File: src/rtl/asq_pkg.sv
// Shared constants, field layouts and types of the analog scan sequencer.
// Assumes a 40 MHz system clock and a plain single-cycle register port.
package asq_pkg;

	// ==========================================================
	// Sizes
	localparam int ADDR_W = 8;
	localparam int DATA_W = 32;
	localparam int LIST_DEPTH = 8;
	localparam int IDX_W = 3;
	localparam int CODE_W = 16;
	localparam int FIFO_DEPTH = 32;
	localparam int FIFO_CNT_W = 6;

	// ==========================================================
	// Register offsets (byte addresses, one word each)
	localparam logic [ADDR_W-1:0] ADDR_CTRL = 8'h00;
	localparam logic [ADDR_W-1:0] ADDR_LEN = 8'h04;
	localparam logic [ADDR_W-1:0] ADDR_PERIOD = 8'h08;
	localparam logic [ADDR_W-1:0] ADDR_STATUS = 8'h0C;
	localparam logic [ADDR_W-1:0] ADDR_FIFO = 8'h10;
	localparam logic [ADDR_W-1:0] ADDR_SWRES = 8'h14;
	localparam logic [ADDR_W-1:0] ADDR_LIST = 8'h20;

	// ==========================================================
	// Control word fields
	localparam int CTRL_START = 0;
	localparam int CTRL_STOP = 1;
	localparam int CTRL_SWCONV = 2;
	localparam int CTRL_EXTCLK = 3;
	localparam int CTRL_TRIGEN = 4;
	localparam int CTRL_TRIGMODE = 5;

	// Status word fields
	localparam int ST_RUN = 0;
	localparam int ST_ARMED = 1;
	localparam int ST_OVERRUN = 2;
	localparam int ST_SWDONE = 3;
	localparam int ST_FIFOCNT = 8;
	localparam int FIFO_VALID_BIT = 31;

	// ==========================================================
	// Timing: 80 MHz period counts, advanced per 40 MHz cycle
	localparam longint TIMEBASE_HZ = 80_000_000;
	localparam longint MCLK_HZ = 40_000_000;
	localparam longint RATE_MAX_HZ = 250_000;
	localparam longint RATE_MIN_MHZ = 19;
	localparam logic [32:0] TB_PER_MCLK = 33'(TIMEBASE_HZ / MCLK_HZ);
	localparam logic [31:0] PERIOD_MIN = 32'(TIMEBASE_HZ / RATE_MAX_HZ);
	localparam logic [31:0] PERIOD_MAX =
		32'(TIMEBASE_HZ * 1000 / RATE_MIN_MHZ);

	// Full-scale codes, offset binary
	localparam logic [CODE_W-1:0] FS_HIGH = 16'hFFFF;
	localparam logic [CODE_W-1:0] FS_LOW = 16'h0000;

	// ==========================================================
	// Types
	typedef enum logic [1:0] {
		EXT_TRIGGER_PIN_RISE,
		EXT_TRIGGER_PIN_FALL,
		EXT_TRIGGER_PIN_HIGH,
		EXT_TRIGGER_PIN_LOW
	} asq_ext_trigger_pin_t;

	typedef enum logic [1:0] {
		RANGE_BIPOLAR_10V,
		RANGE_BIPOLAR_5V,
		RANGE_BIPOLAR_2V,
		RANGE_BIPOLAR_1V
	} asq_range_t;

	typedef enum logic {
		SINGLE_ENDED_MODE,
		DIFFERENTIAL_MODE
	} asq_mode_t;

	typedef struct packed {
		asq_range_t range;
		asq_mode_t mode;
		logic [IDX_W-1:0] chan;
	} asq_entry_t;

	typedef struct packed {
		logic [IDX_W-1:0] idx;
		logic [CODE_W-1:0] code;
	} asq_sample_t;

	localparam int SAMPLE_W = $bits(asq_sample_t);
	localparam int ENTRY_W = $bits(asq_entry_t);

endpackage

File: src/rtl/asq_top.sv
// Scan sequencer: channel list, pacing clock, trigger and result FIFO.
// Assumes a converter on mclk that answers each start with one done.
// Function
// - List of one to eight scan entries
// - Entries in any order, duplicates allowed
// - List kept until host rewrites it
// - Two-bit range code per entry
// - Differential mode limits channels to four
// - Trigger edge or level, either polarity
// - Trigger resets to rising edge
// - Pacing clock internal or external pin
// - Internal scan clock echoed on output pin
// - Internal clock is 80 MHz over period
// - Over range returns full-scale code
// - Paced scan fills FIFO until stopped
// - Scan starts by command or trigger
// - Software command gives one conversion
//
// Added by the designer: the strobed register port and the register addresses.
`timescale 1ns/1ps
module asq_top (
	input wire logic mclk,
	input wire logic sys_rst,
	input wire logic [asq_pkg::ADDR_W-1:0] regAddr,
	input wire logic [asq_pkg::DATA_W-1:0] regWdata,
	input wire logic regWr,
	input wire logic regRd,
	output logic [asq_pkg::DATA_W-1:0] regRdata,
	input wire logic ext_sample_clock_in,
	input wire logic ext_trigger_pin,
	output logic sample_clock_out,
	output logic convStart,
	output asq_pkg::asq_entry_t convReq,
	input wire logic convDone,
	input wire logic [asq_pkg::CODE_W-1:0] adcData,
	input wire logic adcOverHigh,
	input wire logic adcOverLow
);
	import asq_pkg::*;

	typedef enum logic [2:0] {
		S_IDLE,
		S_ARMED,
		S_RUN,
		S_CONV,
		S_SWCONV
	} asq_state_t;

	// ==========================================================
	// Decode helpers
	function automatic logic isListAddr(input logic [ADDR_W-1:0] a);
		isListAddr = (a[ADDR_W-1:5] == ADDR_LIST[ADDR_W-1:5]);
	endfunction

	// Differential inputs only exist on channels 0 to 3
	function automatic asq_entry_t limitEntry(input asq_entry_t e);
		asq_entry_t r;
		r = e;
		if (e.mode == DIFFERENTIAL_MODE) begin
			r.chan[IDX_W-1] = 1'b0;
		end
		limitEntry = r;
	endfunction

	function automatic logic [31:0] clampPeriod(input logic [31:0] p);
		if (p < PERIOD_MIN) begin
			clampPeriod = PERIOD_MIN;
		end else if (p > PERIOD_MAX) begin
			clampPeriod = PERIOD_MAX;
		end else begin
			clampPeriod = p;
		end
	endfunction

	// ==========================================================
	// Registers
	asq_entry_t list_reg [LIST_DEPTH];
	logic [IDX_W-1:0] lastIdx_reg;
	logic [31:0] period_reg;
	logic extClkSel_reg;
	logic trigEn_reg;
	asq_ext_trigger_pin_t trigMode_reg;
	logic overrun_reg;
	logic swDone_reg;
	logic [CODE_W-1:0] swResult_reg;
	logic [DATA_W-1:0] rdata_reg;
	asq_state_t state_reg;
	asq_state_t state_next;
	logic [IDX_W-1:0] idx_reg;
	logic [32:0] divAcc_reg;
	logic sampleClkOut_reg;
	logic convStart_reg;
	asq_entry_t convReq_reg;

	logic wrCtrl;
	logic cmdStart;
	logic cmdStop;
	logic cmdSw;
	logic [31:0] periodEff;
	logic [32:0] divSum;
	logic intTick;
	logic tick;
	logic trigHit;
	logic [CODE_W-1:0] sampleCode;
	logic fifoInValid;
	logic fifoInReady;
	logic fifoOutValid;
	logic fifoPop;
	asq_sample_t fifoInData;
	asq_sample_t fifoOutData;
	logic [FIFO_CNT_W-1:0] fifoCount;

	assign wrCtrl = regWr && (regAddr == ADDR_CTRL);
	assign cmdStart = wrCtrl && regWdata[CTRL_START];
	assign cmdStop = wrCtrl && regWdata[CTRL_STOP];
	assign cmdSw = wrCtrl && regWdata[CTRL_SWCONV];

	// ==========================================================
	// Configuration and scan list
	always_ff @(posedge mclk) begin
		if (sys_rst) begin
			extClkSel_reg <= 1'b0;
			trigEn_reg <= 1'b0;
			trigMode_reg <= EXT_TRIGGER_PIN_RISE;
		end else if (wrCtrl) begin
			extClkSel_reg <= regWdata[CTRL_EXTCLK];
			trigEn_reg <= regWdata[CTRL_TRIGEN];
			trigMode_reg <= asq_ext_trigger_pin_t'(regWdata[CTRL_TRIGMODE+:2]);
		end
	end

	always_ff @(posedge mclk) begin
		if (sys_rst) begin
			lastIdx_reg <= '0;
			period_reg <= PERIOD_MIN;
		end else if (regWr && regAddr == ADDR_LEN) begin
			lastIdx_reg <= regWdata[IDX_W-1:0];
		end else if (regWr && regAddr == ADDR_PERIOD) begin
			period_reg <= regWdata;
		end
	end

	// Entries stay until rewritten; order and duplicates are free
	always_ff @(posedge mclk) begin
		if (sys_rst) begin
			for (int i = 0; i < LIST_DEPTH; i++) begin
				list_reg[i] <= '0;
			end
		end else if (regWr && isListAddr(regAddr)) begin
			list_reg[regAddr[4:2]] <= limitEntry(
				asq_entry_t'(regWdata[ENTRY_W-1:0]));
		end
	end

	// ==========================================================
	// Pacing clock
	// Two flops per pin; edges are taken from the second stage only
	logic [1:0] extClkSync_reg;
	logic extClkLast_reg;
	logic [1:0] trigSync_reg;
	logic trigLast_reg;

	always_ff @(posedge mclk) begin
		if (sys_rst) begin
			extClkSync_reg <= '0;
			extClkLast_reg <= 1'b0;
			trigSync_reg <= '0;
			trigLast_reg <= 1'b0;
		end else begin
			extClkSync_reg <= {extClkSync_reg[0], ext_sample_clock_in};
			extClkLast_reg <= extClkSync_reg[1];
			trigSync_reg <= {trigSync_reg[0], ext_trigger_pin};
			trigLast_reg <= trigSync_reg[1];
		end
	end

	// Accumulator keeps the mean rate exact for odd periods,
	// at the cost of up to one cycle of jitter per tick
	assign periodEff = clampPeriod(period_reg);
	assign divSum = divAcc_reg + TB_PER_MCLK;
	assign intTick = (divSum >= {1'b0, periodEff});

	always_ff @(posedge mclk) begin
		if (sys_rst || state_reg == S_IDLE || state_reg == S_ARMED) begin
			divAcc_reg <= '0;
		end else if (intTick) begin
			divAcc_reg <= divSum - {1'b0, periodEff};
		end else begin
			divAcc_reg <= divSum;
		end
	end

	assign tick = extClkSel_reg ?
		(extClkSync_reg[1] && !extClkLast_reg) : intTick;

	always_ff @(posedge mclk) begin
		if (sys_rst) begin
			sampleClkOut_reg <= 1'b0;
		end else begin
			sampleClkOut_reg <= intTick && !extClkSel_reg &&
				(state_reg == S_RUN || state_reg == S_CONV);
		end
	end

	// ==========================================================
	// Trigger qualification
	always_comb begin
		unique case (trigMode_reg)
			EXT_TRIGGER_PIN_RISE: trigHit = trigSync_reg[1] && !trigLast_reg;
			EXT_TRIGGER_PIN_FALL: trigHit = !trigSync_reg[1] && trigLast_reg;
			EXT_TRIGGER_PIN_HIGH: trigHit = trigSync_reg[1];
			EXT_TRIGGER_PIN_LOW: trigHit = !trigSync_reg[1];
		endcase
	end

	// ==========================================================
	// Sequencer
	// A stop that lands while a conversion is out must not be lost
	logic stopPend_reg;

	always_ff @(posedge mclk) begin
		if (sys_rst || state_reg != S_CONV) begin
			stopPend_reg <= 1'b0;
		end else if (cmdStop) begin
			stopPend_reg <= 1'b1;
		end
	end

	always_comb begin
		state_next = state_reg;
		unique case (state_reg)
			S_IDLE: begin
				if (cmdStart) begin
					// Enable bit travels in the same write as start
					state_next = regWdata[CTRL_TRIGEN] ?
						S_ARMED : S_RUN;
				end else if (cmdSw) begin
					state_next = S_SWCONV;
				end
			end
			S_ARMED: begin
				if (cmdStop) begin
					state_next = S_IDLE;
				end else if (trigHit) begin
					state_next = S_RUN;
				end
			end
			S_RUN: begin
				if (cmdStop) begin
					state_next = S_IDLE;
				end else if (tick && fifoInReady) begin
					state_next = S_CONV;
				end
			end
			S_CONV: begin
				if (convDone) begin
					state_next = (cmdStop || stopPend_reg) ?
						S_IDLE : S_RUN;
				end
			end
			S_SWCONV: begin
				if (convDone) begin
					state_next = S_IDLE;
				end
			end
			default: state_next = S_IDLE;
		endcase
	end

	always_ff @(posedge mclk) begin
		if (sys_rst) begin
			state_reg <= S_IDLE;
		end else begin
			state_reg <= state_next;
		end
	end

	// A stop during a conversion is honoured once its result is stored
	always_ff @(posedge mclk) begin
		if (sys_rst || (state_reg == S_IDLE && cmdStart)) begin
			idx_reg <= '0;
		end else if (state_reg == S_CONV && convDone) begin
			idx_reg <= (idx_reg == lastIdx_reg) ? '0 : idx_reg + 1'b1;
		end
	end

	always_ff @(posedge mclk) begin
		if (sys_rst) begin
			convStart_reg <= 1'b0;
			convReq_reg <= '0;
		end else begin
			convStart_reg <= (state_reg == S_RUN && state_next == S_CONV) ||
				(state_reg == S_IDLE && state_next == S_SWCONV);
			if (state_reg == S_IDLE) begin
				convReq_reg <= list_reg[0];
			end else if (state_reg == S_RUN) begin
				convReq_reg <= list_reg[idx_reg];
			end
		end
	end

	assign convStart = convStart_reg;
	assign convReq = convReq_reg;

	// ==========================================================
	// Results
	assign sampleCode = adcOverHigh ? FS_HIGH :
		(adcOverLow ? FS_LOW : adcData);
	assign fifoInValid = (state_reg == S_CONV) && convDone;
	assign fifoInData = '{idx: idx_reg, code: sampleCode};
	assign fifoPop = regRd && (regAddr == ADDR_FIFO);

	asq_fifo #(
		.WIDTH(SAMPLE_W),
		.DEPTH(FIFO_DEPTH)
	) u_fifo (
		.mclk(mclk),
		.sys_rst(sys_rst),
		.inValid(fifoInValid),
		.inReady(fifoInReady),
		.inData(fifoInData),
		.outValid(fifoOutValid),
		.outReady(fifoPop),
		.outData(fifoOutData),
		.count(fifoCount)
	);

	// Overrun: a tick lost to a full FIFO or a busy converter.
	// Read of status clears it, but a new loss in that cycle wins.
	logic lostTick;
	assign lostTick = tick && ((state_reg == S_RUN && !fifoInReady) ||
		state_reg == S_CONV);

	always_ff @(posedge mclk) begin
		if (sys_rst) begin
			overrun_reg <= 1'b0;
		end else if (lostTick) begin
			overrun_reg <= 1'b1;
		end else if (regRd && regAddr == ADDR_STATUS) begin
			overrun_reg <= 1'b0;
		end
	end

	always_ff @(posedge mclk) begin
		if (sys_rst) begin
			swDone_reg <= 1'b0;
			swResult_reg <= '0;
		end else if (state_reg == S_SWCONV && convDone) begin
			swDone_reg <= 1'b1;
			swResult_reg <= sampleCode;
		end else if (regRd && regAddr == ADDR_SWRES) begin
			swDone_reg <= 1'b0;
		end
	end

	// ==========================================================
	// Read port, data valid in the cycle after the strobe
	always_ff @(posedge mclk) begin
		if (sys_rst) begin
			rdata_reg <= '0;
		end else if (regRd) begin
			rdata_reg <= '0;
			if (regAddr == ADDR_CTRL) begin
				rdata_reg[CTRL_EXTCLK] <= extClkSel_reg;
				rdata_reg[CTRL_TRIGEN] <= trigEn_reg;
				rdata_reg[CTRL_TRIGMODE+:2] <= trigMode_reg;
			end else if (regAddr == ADDR_LEN) begin
				rdata_reg[IDX_W-1:0] <= lastIdx_reg;
			end else if (regAddr == ADDR_PERIOD) begin
				rdata_reg <= period_reg;
			end else if (regAddr == ADDR_STATUS) begin
				rdata_reg[ST_RUN] <= (state_reg == S_RUN || state_reg == S_CONV);
				rdata_reg[ST_ARMED] <= (state_reg == S_ARMED);
				rdata_reg[ST_OVERRUN] <= overrun_reg;
				rdata_reg[ST_SWDONE] <= swDone_reg;
				rdata_reg[ST_FIFOCNT+:FIFO_CNT_W] <= fifoCount;
			end else if (regAddr == ADDR_FIFO) begin
				rdata_reg[FIFO_VALID_BIT] <= fifoOutValid;
				rdata_reg[SAMPLE_W-1:0] <= fifoOutData;
			end else if (regAddr == ADDR_SWRES) begin
				rdata_reg[CODE_W-1:0] <= swResult_reg;
			end else if (isListAddr(regAddr)) begin
				rdata_reg[ENTRY_W-1:0] <= list_reg[regAddr[4:2]];
			end
		end
	end

	assign regRdata = rdata_reg;
	assign sample_clock_out = sampleClkOut_reg;
endmodule

File: src/rtl/asq_fifo.sv
// Synchronous FIFO with valid/ready on both sides.
// Assumes one clock and a synchronous active-high reset.
`timescale 1ns/1ps
module asq_fifo #(
	parameter int WIDTH = 19,
	parameter int DEPTH = 32
) (
	input wire logic mclk,
	input wire logic sys_rst,
	input wire logic inValid,
	output logic inReady,
	input wire logic [WIDTH-1:0] inData,
	output logic outValid,
	input wire logic outReady,
	output logic [WIDTH-1:0] outData,
	output logic [$clog2(DEPTH):0] count
);
	localparam int PW = $clog2(DEPTH);

	logic [WIDTH-1:0] mem [DEPTH];
	logic [PW-1:0] wrPtr_reg;
	logic [PW-1:0] rdPtr_reg;
	logic [PW:0] count_reg;
	logic push;
	logic pop;

	assign inReady = (count_reg != (PW+1)'(DEPTH));
	assign outValid = (count_reg != '0);
	assign push = inValid & inReady;
	assign pop = outValid & outReady;
	assign outData = mem[rdPtr_reg];
	assign count = count_reg;

	always_ff @(posedge mclk) begin
		if (push) begin
			mem[wrPtr_reg] <= inData;
		end
	end

	always_ff @(posedge mclk) begin
		if (sys_rst) begin
			wrPtr_reg <= '0;
			rdPtr_reg <= '0;
			count_reg <= '0;
		end else begin
			if (push) begin
				wrPtr_reg <= wrPtr_reg + 1'b1;
			end
			if (pop) begin
				rdPtr_reg <= rdPtr_reg + 1'b1;
			end
			if (push && !pop) begin
				count_reg <= count_reg + 1'b1;
			end else if (pop && !push) begin
				count_reg <= count_reg - 1'b1;
			end
		end
	end

endmodule

File: config.mk
export PLATFORM = sky130hd
export DESIGN_NAME = asq_top
export DESIGN_NICKNAME = d
export VERILOG_FILES = /design/src/rtl/asq_pkg.sv /design/src/rtl/asq_top.sv /design/src/rtl/asq_fifo.sv
export SDC_FILE = /design/constraint.sdc
export NUM_CORES = 1
export LEC_CHECK = 0
export BUFFER_PORTS_ARGS = -buffer_cell sky130_fd_sc_hd__clkbuf_2
export CAP_MARGIN = 30
export CORE_MARGIN = 2
export CORE_UTILIZATION = 60
export DETAILED_ROUTE_END_ITERATION = 8
export PLACE_DENSITY_LB_ADDON = 0.12
export SYNTH_ARGS = -nofsm -noshare
export SYNTH_HDL_FRONTEND = slang
export SYNTH_SLANG_ARGS = --single-unit
File: constraint.sdc
create_clock -name mclk -period 10.7 [get_ports mclk]
set_clock_uncertainty 0.1 [all_clocks]
set_input_delay 1.07 -clock mclk [delete_from_list [all_inputs] [get_ports mclk]]
set_output_delay 1.07 -clock mclk [all_outputs]
set_load 0.01 [all_outputs]
==> summary.txt, run 1 <==
Power and ir drop
  • Switching share of power: 0.208
  • Portion of total power attributed to sequential cells: 0.530
  • Peak supply drop: 0.143 mV
  • PD cells: 165 nW/um2
  • Overall Power: 6.55 mW
  • Total internal power: 5.19 mW
  • Clock share of power: 0.448
  • Combinational share of power: 0.022
  • Leakage power: 13.2 nW
  • Net switching component of the power: 1.36 mW

Setup path
  • Kind of launch point of the worst setup path: register
  • FF-to-FF End: divAcc_reg[13]
  • Worst R2R Setup Slack: 5.64 ns
  • Worst R2R Path Depth: 15
  • Worst reg2reg startpoint: period_reg[12]
  • Type of the worst setup path: reg2reg
  • Critical Path RT: 11.09 ns
  • Critical Path AT: 5.45 ns
  • Largest fanout on the critical path: 26
  • Nature of the critical path endpoint: register

Route
  • Via count: 20.9k
  • Antenna violation net count after detailed routing: 0
  • Detailed Routing Iterations Pass 1: 6
  • DR vias/cell: 6.52
  • Overall routed net length: 88.6 mm
  • Mean routed wirelength per cell: 27.6 um
  • Iteration-0 DRC count of the detailed router: 2202
  • DRC: 0

Timing
  • Hold slack: 0.352 ns
  • Crit share post-route: 0.473
  • Final count of hold timing violations: 0
  • Max transition margin: 0.268
  • Setup slack of the critical path after layout: 5.64 ns
  • Post-Route Setup TNS: 0 ns
  • Final Setup Violations: 0
  • Fmax: 198 MHz
  • Slew Viols, Final: 0
  • Worst Tran Pin Value: 1.10 ns
  • Time the worst path needs with I/O delays and setup: 5.06 ns
  • Unrepaired setup endpoints after global routing: no

Worst hold path
  • Type of the most critical hold path: reg2reg
  • Hold wc startpoint: extClkSync_reg[0]
  • Cells on Worst Hold Path: 1
  • Hold Crit Endpoint: extClkSync_reg[1]

Floorplanning
  • I/O pin count: 105
  • Core area: 58000 um2
  • Vert. Die Dim: 247 um
  • DIE AREA: 60900 um2
  • Num rows: 88
  • Width of the die: 247 um
  • Starting density of the core: 0.609

Clock network
  • Buffers inserted during post-CTS setup optimization: 0
  • Maximum number of buffers from clock root to sink: 3
  • Clock buffers created by TritonCTS: 85
  • Clock network latency to the later pin of the worst-skew pair: 0.64 ns
  • TritonCTS clock tree: yes
  • Clock sink count: 823
  • Clock H-tree levels: 3
  • Resized Gates After CTS: 0
  • Clk Tree Root Cell: sky130_fd_sc_hd__clkbuf_16
  • Total of hold buffers inserted after clock tree synthesis: 0
  • Clock transition at path regs: 0.06 ns

Placement
  • Half-perimeter wire length of the detailed placement result: 53.3 mm
  • Global placer's final weighted congestion: 0.931
  • Post-place setup slack: 5.72 ns
  • Count of buffers inserted at the top-level ports: 104

Synthesis
  • Count of different cell masters after synthesis: 74
  • Synth warn: 0
  • Leading post-synthesis cells by instance count: 656 x sky130_fd_sc_hd__edfxtp_1, 214 x sky130_fd_sc_hd__mux4_2, 198 x sky130_fd_sc_hd__nor2_1
  • Number of standard cells after synthesis: 2290
  • EDFF count, synth: 656
  • Synthesis-stage register bit count: 823
  • Top cells by area, synth: sky130_fd_sc_hd__edfxtp_1 56%, sky130_fd_sc_hd__mux4_2 14%, sky130_fd_sc_hd__dfxtp_1 9.5%
  • Post-synthesis sequential area ratio: 0.652
  • Avg Inst Size Synth: 15.4 um2
  • Primary flip-flop cell chosen by synthesis mapping: sky130_fd_sc_hd__edfxtp_1
  • Synthesized netlist net count: 2401
  • Netlist Area Pre-Place: 35300 um2
  • Library cell occupying the most area in the post-synthesis netlist: sky130_fd_sc_hd__edfxtp_1
  • Library cell with the highest instance count after synthesis: sky130_fd_sc_hd__edfxtp_1
  • Top cell type's share of synthesized area: 0.557
  • Async set-or-reset flop fraction in the synthesized netlist: 0

Layout
  • Fraction of final layout cells sized beyond drive strength 1: 0.227
  • Synth-to-Final Area Change: 12.7%
  • Number of flip-flops under the largest register name: 608
  • Final core occ: 0.686
  • Filler instances: 3804
  • Count of inserted antenna diode cells: 0
  • Fin nets: 2492

Outcome
  • Status: finished, final reports clean

Global routing
  • Vias in the first global route: 20.4k
  • Global route total overflow: 0
  • Antenna violations before repair: 0
  • Aggregate global-route resource usage: 0.296
  • Maximum number of pins on one net before global-route repair: 117
  • Global-route wire length before repair: 131 mm

Job
  • Max-cap violation count: 0
==> placed cells by master (no fill, tap or decap), types with 16 or more instances in the layout <==
master | synthesis | final
sky130_fd_sc_hd__edfxtp_1 | 656 | 656
sky130_fd_sc_hd__mux4_2 | 214 | 214
sky130_fd_sc_hd__nor2_1 | 198 | 165
sky130_fd_sc_hd__dfxtp_1 | 167 | 163
sky130_fd_sc_hd__nand2_1 | 141 | 141
sky130_fd_sc_hd__a21oi_1 | 105 | 105
sky130_fd_sc_hd__clkbuf_2 | 0 | 103
sky130_fd_sc_hd__clkbuf_16 | 0 | 86
sky130_fd_sc_hd__mux2i_1 | 65 | 65
sky130_fd_sc_hd__nand3_1 | 50 | 50
sky130_fd_sc_hd__xnor2_1 | 44 | 44
sky130_fd_sc_hd__ha_1 | 44 | 44
sky130_fd_sc_hd__and2_1 | 43 | 43
sky130_fd_sc_hd__a21o_1 | 36 | 36
sky130_fd_sc_hd__nor3_1 | 33 | 33
sky130_fd_sc_hd__o21ai_0 | 31 | 31
sky130_fd_sc_hd__xor2_1 | 30 | 30
sky130_fd_sc_hd__inv_1 | 28 | 28
sky130_fd_sc_hd__nor2_4 | 0 | 24
sky130_fd_sc_hd__a211oi_1 | 23 | 23
sky130_fd_sc_hd__nand4_1 | 22 | 22
sky130_fd_sc_hd__buf_4 | 1 | 22
sky130_fd_sc_hd__clkbuf_1 | 96 | 21
sky130_fd_sc_hd__nor2b_1 | 20 | 20
sky130_fd_sc_hd__nand2b_1 | 20 | 20
sky130_fd_sc_hd__clkinv_1 | 1 | 16
==> final cells by class <==
cell class                 count  area, um2  area share
multi-input combinational   1303      11900       0.298
inverter                      29        109     0.00273
clock inverter                47        522      0.0131
sequential                   823      23100       0.579
clock buffer                 109       2260      0.0567
tap                          765        957      0.0240
timing repair buffer         139       1050      0.0263
==> routing by layer <==
layer,track usage,wire [um],vias up
li1,-,-,9105
met1,0.408,35500,10700
met2,0.483,43400,995
met3,0.0531,6950,166
met4,0.0994,2770,0
met5,0,0,-
==> cell families after synthesis <==
family          count (synthesis)  synth area share
fa+ha+maj                      46            0.0167
xor+xnor                       74            0.0183
simple gates                  600            0.0822
compound gates                289            0.0528
mux                           294             0.160
buf+inv                       164            0.0185
flops                         823             0.652
==> power groups by stage <==
| stage | sequential (mW) | combinational [mW] | clock (mW) |
|---|---|---|---|
| 6_report | 3.47 | 0.142 | 2.94 |
| 5_1_grt | 3.47 | 0.151 | 3.09 |
| 4_1_cts | 3.47 | 0.133 | 2.96 |
| 3_5_place_dp | 3.54 | 0.132 | 0 |
| 3_3_place_gp | 3.54 | 0.124 | 0 |
| 2_1_floorplan | 3.54 | 0.0730 | 0 |
==> through the flow <==
| stage | area [um2] | cells |
|---|---|---|
| after floorplan | 35300 | 2290 |
| after global placement | 36700 | 3046 |
| after detailed placement | 36900 | 3052 |
| after CTS | 39600 | 3208 |
| after global routing | 39800 | 3215 |
| final | 39800 | 3215 |
==> worst max-delay path, cell delays in order, from the launching register on <==
cell,delay [ns]
sky130_fd_sc_hd__dfxtp_1,0.34
sky130_fd_sc_hd__nor3_1,0.30
sky130_fd_sc_hd__nand3_1,0.15
sky130_fd_sc_hd__nor4_1,0.38
sky130_fd_sc_hd__a211o_1,0.44
sky130_fd_sc_hd__a21boi_0,0.20
sky130_fd_sc_hd__ha_1,0.40
sky130_fd_sc_hd__a21oi_1,0.10
sky130_fd_sc_hd__o21a_1,0.22
sky130_fd_sc_hd__or2_2,0.27
sky130_fd_sc_hd__a41oi_1,0.38
sky130_fd_sc_hd__o21ai_1,0.28
sky130_fd_sc_hd__o21bai_4,0.55
sky130_fd_sc_hd__buf_4,0.49
sky130_fd_sc_hd__mux2i_1,0.26
sky130_fd_sc_hd__nor2_1,0.05
==> how the worst max path moves through the flow <==
stage                   startpoint               to  slack [ns]  cells after the start
CTS                 period_reg[12]   divAcc_reg[13]        5.68                     15
global placement    period_reg[12]    divAcc_reg[8]        5.82                     15
floorplan               regAddr[1]  u_fifo.count[5]        6.27                     15
finish              period_reg[12]   divAcc_reg[13]        5.64                     15
detailed placement  period_reg[12]   divAcc_reg[13]        5.72                     15
global route        period_reg[12]   divAcc_reg[12]        5.27                     15
Note: power is estimated with default switching activity, not from simulation.
==> inputs of run 2 (changes only) <==
==> constraint.sdc (replaced) <==
create_clock -name mclk -period 4.7 [get_ports mclk]
set_clock_uncertainty 0.1 [all_clocks]
set_input_delay 0.47 -clock mclk [delete_from_list [all_inputs] [get_ports mclk]]
set_output_delay 0.47 -clock mclk [all_outputs]
set_load 0.01 [all_outputs]
==> summary.txt, run 2 (synthesis gave the netlist of run 1 again) <==
Outcome
  • Status: finished, final reports clean

Layout
  • Count of inserted antenna diode cells: 0 (unchanged)
  • Fin nets: 2574 (+3.3%)
  • Fraction of final layout cells sized beyond drive strength 1: 0.250 (+0.0223)
  • Synth-to-Final Area Change: 14.7%
  • Number of flip-flops under the largest register name: 608 (unchanged)
  • Highest-count cells in the layout ignoring fill and taps: 656 x sky130_fd_sc_hd__edfxtp_1, 214 x sky130_fd_sc_hd__mux4_2, 165 x sky130_fd_sc_hd__nor2_1
  • Most common cell after layout, fill and taps aside: sky130_fd_sc_hd__edfxtp_1
  • Final core occ: 0.699 (+0.0124)

Timing
  • Post-Route Setup TNS: 0 ns (unchanged)
  • Slew Viols, Final: 0 (unchanged)
  • Unrepaired setup endpoints after global routing: no
  • Crit share post-route: 0.933 (+0.461)
  • Final Setup Violations: 0 (unchanged)
  • Max transition margin: 0.324 (+0.0561)
  • Final count of hold timing violations: 0 (unchanged)
  • Time the worst path needs with I/O delays and setup: 4.39 ns (-0.670 ns)
  • Fmax: 228 MHz (+15%)
  • Worst Tran Pin Value: 1.01 ns (-0.0842 ns)

Setup path
  • Largest fanout on the critical path: 23 (-12%)
  • Nature of the critical path endpoint: register
  • Critical Path RT: 5.09 ns (-6.00 ns)
  • Kind of launch point of the worst setup path: register
  • Type of the worst setup path: reg2reg
  • Critical Path AT: 4.78 ns (-0.67 ns)

Global routing
  • Antenna violations before repair: 1 (+1)
  • Aggregate global-route resource usage: 0.300 (+0.00380)
  • Global route total overflow: 0 (unchanged)
  • Maximum number of pins on one net before global-route repair: 73 (-38%)
  • Global-route wire length before repair: 133 mm (+1.4%)
  • Vias in the first global route: 21.3k (+4.0%)

Power and ir drop
  • PD cells: 368 nW/um2 (+120%)
  • Leakage power: 13.8 nW (+4.7%)
  • Peak supply drop: 0.370 mV (+160%)

Clock network
  • Clock H-tree levels: 3 (unchanged)
  • Clock buffers created by TritonCTS: 83 (-2.4%)
  • Clock network latency to the later pin of the worst-skew pair: 0.64 ns (about the same)
  • Clk Tree Root Cell: sky130_fd_sc_hd__clkbuf_16
  • Clock sink count: 823 (unchanged)
  • Maximum number of buffers from clock root to sink: 3 (unchanged)
  • Clock transition at path regs: 0.06 ns (about the same)
  • TritonCTS clock tree: yes
  • Buffers inserted during post-CTS setup optimization: 0 (unchanged)

Placement
  • Count of buffers inserted at the top-level ports: 104 (unchanged)
  • Global placer's final weighted congestion: 0.955 (+2.6%)
  • Half-perimeter wire length of the detailed placement result: 57.1 mm (+7.0%)

Route
  • Antenna violation net count after detailed routing: 0 (unchanged)
  • Overall routed net length: 90.1 mm (+1.7%)
  • Detailed Routing Iterations Pass 1: 8 (+2)
  • DR vias/cell: 6.45 (-0.97%)
  • Iteration-0 DRC count of the detailed router: 2222 (+0.91%)
  • Mean routed wirelength per cell: 27.3 um (-0.85%)
  • Via count: 21.3k (+1.6%)
  • DRC: 0 (unchanged)

Floorplanning
  • Width of the die: 247 um (unchanged)
  • I/O pin count: 105 (unchanged)
  • Num rows: 88 (unchanged)
  • Core area: 58000 um2 (unchanged)
  • DIE AREA: 60900 um2 (unchanged)
  • Vert. Die Dim: 247 um (unchanged)
  • Starting density of the core: 0.609 (unchanged)

Job
  • Max-cap violation count: 0 (unchanged)

Worst hold path
  • Type of the most critical hold path: in2reg
[run 2: cell types whose count changed in the layout (fill, tap and decap cells not counted), moves of 3 or more]
| cell | delta |
|---|---|
| sky130_fd_sc_hd__buf_12 | +9 |
| sky130_fd_sc_hd__buf_4 | +50 |
| sky130_fd_sc_hd__clkbuf_1 | -7 |
| sky130_fd_sc_hd__clkbuf_8 | +7 |
| sky130_fd_sc_hd__clkinv_1 | -3 |
| sky130_fd_sc_hd__clkinv_16 | -3 |
| sky130_fd_sc_hd__clkinv_2 | +5 |
| sky130_fd_sc_hd__dlygate4sd3_1 | +23 |
| sky130_fd_sc_hd__inv_16 | +3 |
| sky130_fd_sc_hd__nor2_2 | +24 |
| sky130_fd_sc_hd__nor2_4 | -24 |
[run 2: through the flow]
stage / worst slack (ns) / total power, mW / hold slack (ns) / instances / area (um2)
2_1_floorplan: 0.615 / 8.22 / 0.310 / 2290 / 35300
3_3_place_gp: 0.216 / 8.35 / 0.337 / 3106 / 37100
3_5_place_dp: 0.208 / 8.37 / 0.334 / 3113 / 37300
4_1_cts: 0.194 / 15.0 / 0.00117 / 3290 / 40300
5_1_grt: 0.0166 / 15.3 / 0.0233 / 3297 / 40500
6_report: 0.313 / 14.9 / 0.0339 / 3297 / 40500
[run 2: repair_timing]
item | CTS | global route
hold buffers | 23 | 0
endpoints found under the hold margin | 24 | 0
gates resized for setup | 0 | 7
endpoints found under the setup margin | 0 | 35
[run 2: worst max-delay path: stages, from the launching register on]
cell and delay (ns):
sky130_fd_sc_hd__dfxtp_1 0.42, sky130_fd_sc_hd__nand4_1 0.14, sky130_fd_sc_hd__nor3_1 0.36, sky130_fd_sc_hd__a21oi_1 0.14
sky130_fd_sc_hd__a211oi_1 0.33, sky130_fd_sc_hd__buf_4 0.20, sky130_fd_sc_hd__nor2_1 0.09, sky130_fd_sc_hd__ha_1 0.43
sky130_fd_sc_hd__nand3_1 0.23, sky130_fd_sc_hd__nor4_1 0.39, sky130_fd_sc_hd__a21o_1 0.18, sky130_fd_sc_hd__or3_1 0.12
sky130_fd_sc_hd__o21ai_1 0.06, sky130_fd_sc_hd__buf_4 0.17, sky130_fd_sc_hd__o21bai_4 0.25, sky130_fd_sc_hd__buf_6 0.32
sky130_fd_sc_hd__mux2i_1 0.25, sky130_fd_sc_hd__nor2_1 0.05
[run 2: path summary, 6_finish.rpt]
path	start	to	cells past startpoint	slack [ns]
worst min register to register	extClkSync_reg[0]	extClkSync_reg[1]	1	0.35
worst max-delay path	period_reg[23]	divAcc_reg[18]	17	0.31
worst min-delay path	regWdata[14]	period_reg[14]	3	0.03
worst max register to register	period_reg[23]	divAcc_reg[18]	17	0.31
[run 2: cell type report]
| type | count | area (um2) |
|---|---|---|
| repair buffers | 223 | 1850 |
| flip-flops and latches | 823 | 23100 |
| multi-input cells | 1303 | 11800 |
| clock buffers | 109 | 2330 |
| fillers | 3673 | 17500 |
| inverters | 29 | 109 |
| clock inverters | 45 | 450 |
| well taps | 765 | 957 |
[run 2: per-layer routing]
| layer | up-vias | GRT usage | wire length (um) |
|---|---|---|---|
| met5 | - | 0 | 13 |
| met4 | 2 | 0.118 | 3400 |
| met3 | 189 | 0.0526 | 6860 |
| met2 | 996 | 0.490 | 44300 |
| met1 | 10800 | 0.406 | 35500 |
| li1 | 9289 | - | - |
[run 2: where the power goes]
| part | switching [mW] | internal [mW] |
|---|---|---|
| Combinational | 0.227 | 0.124 |
| Sequential | 0.0204 | 7.89 |
| Clock | 2.82 | 3.86 |
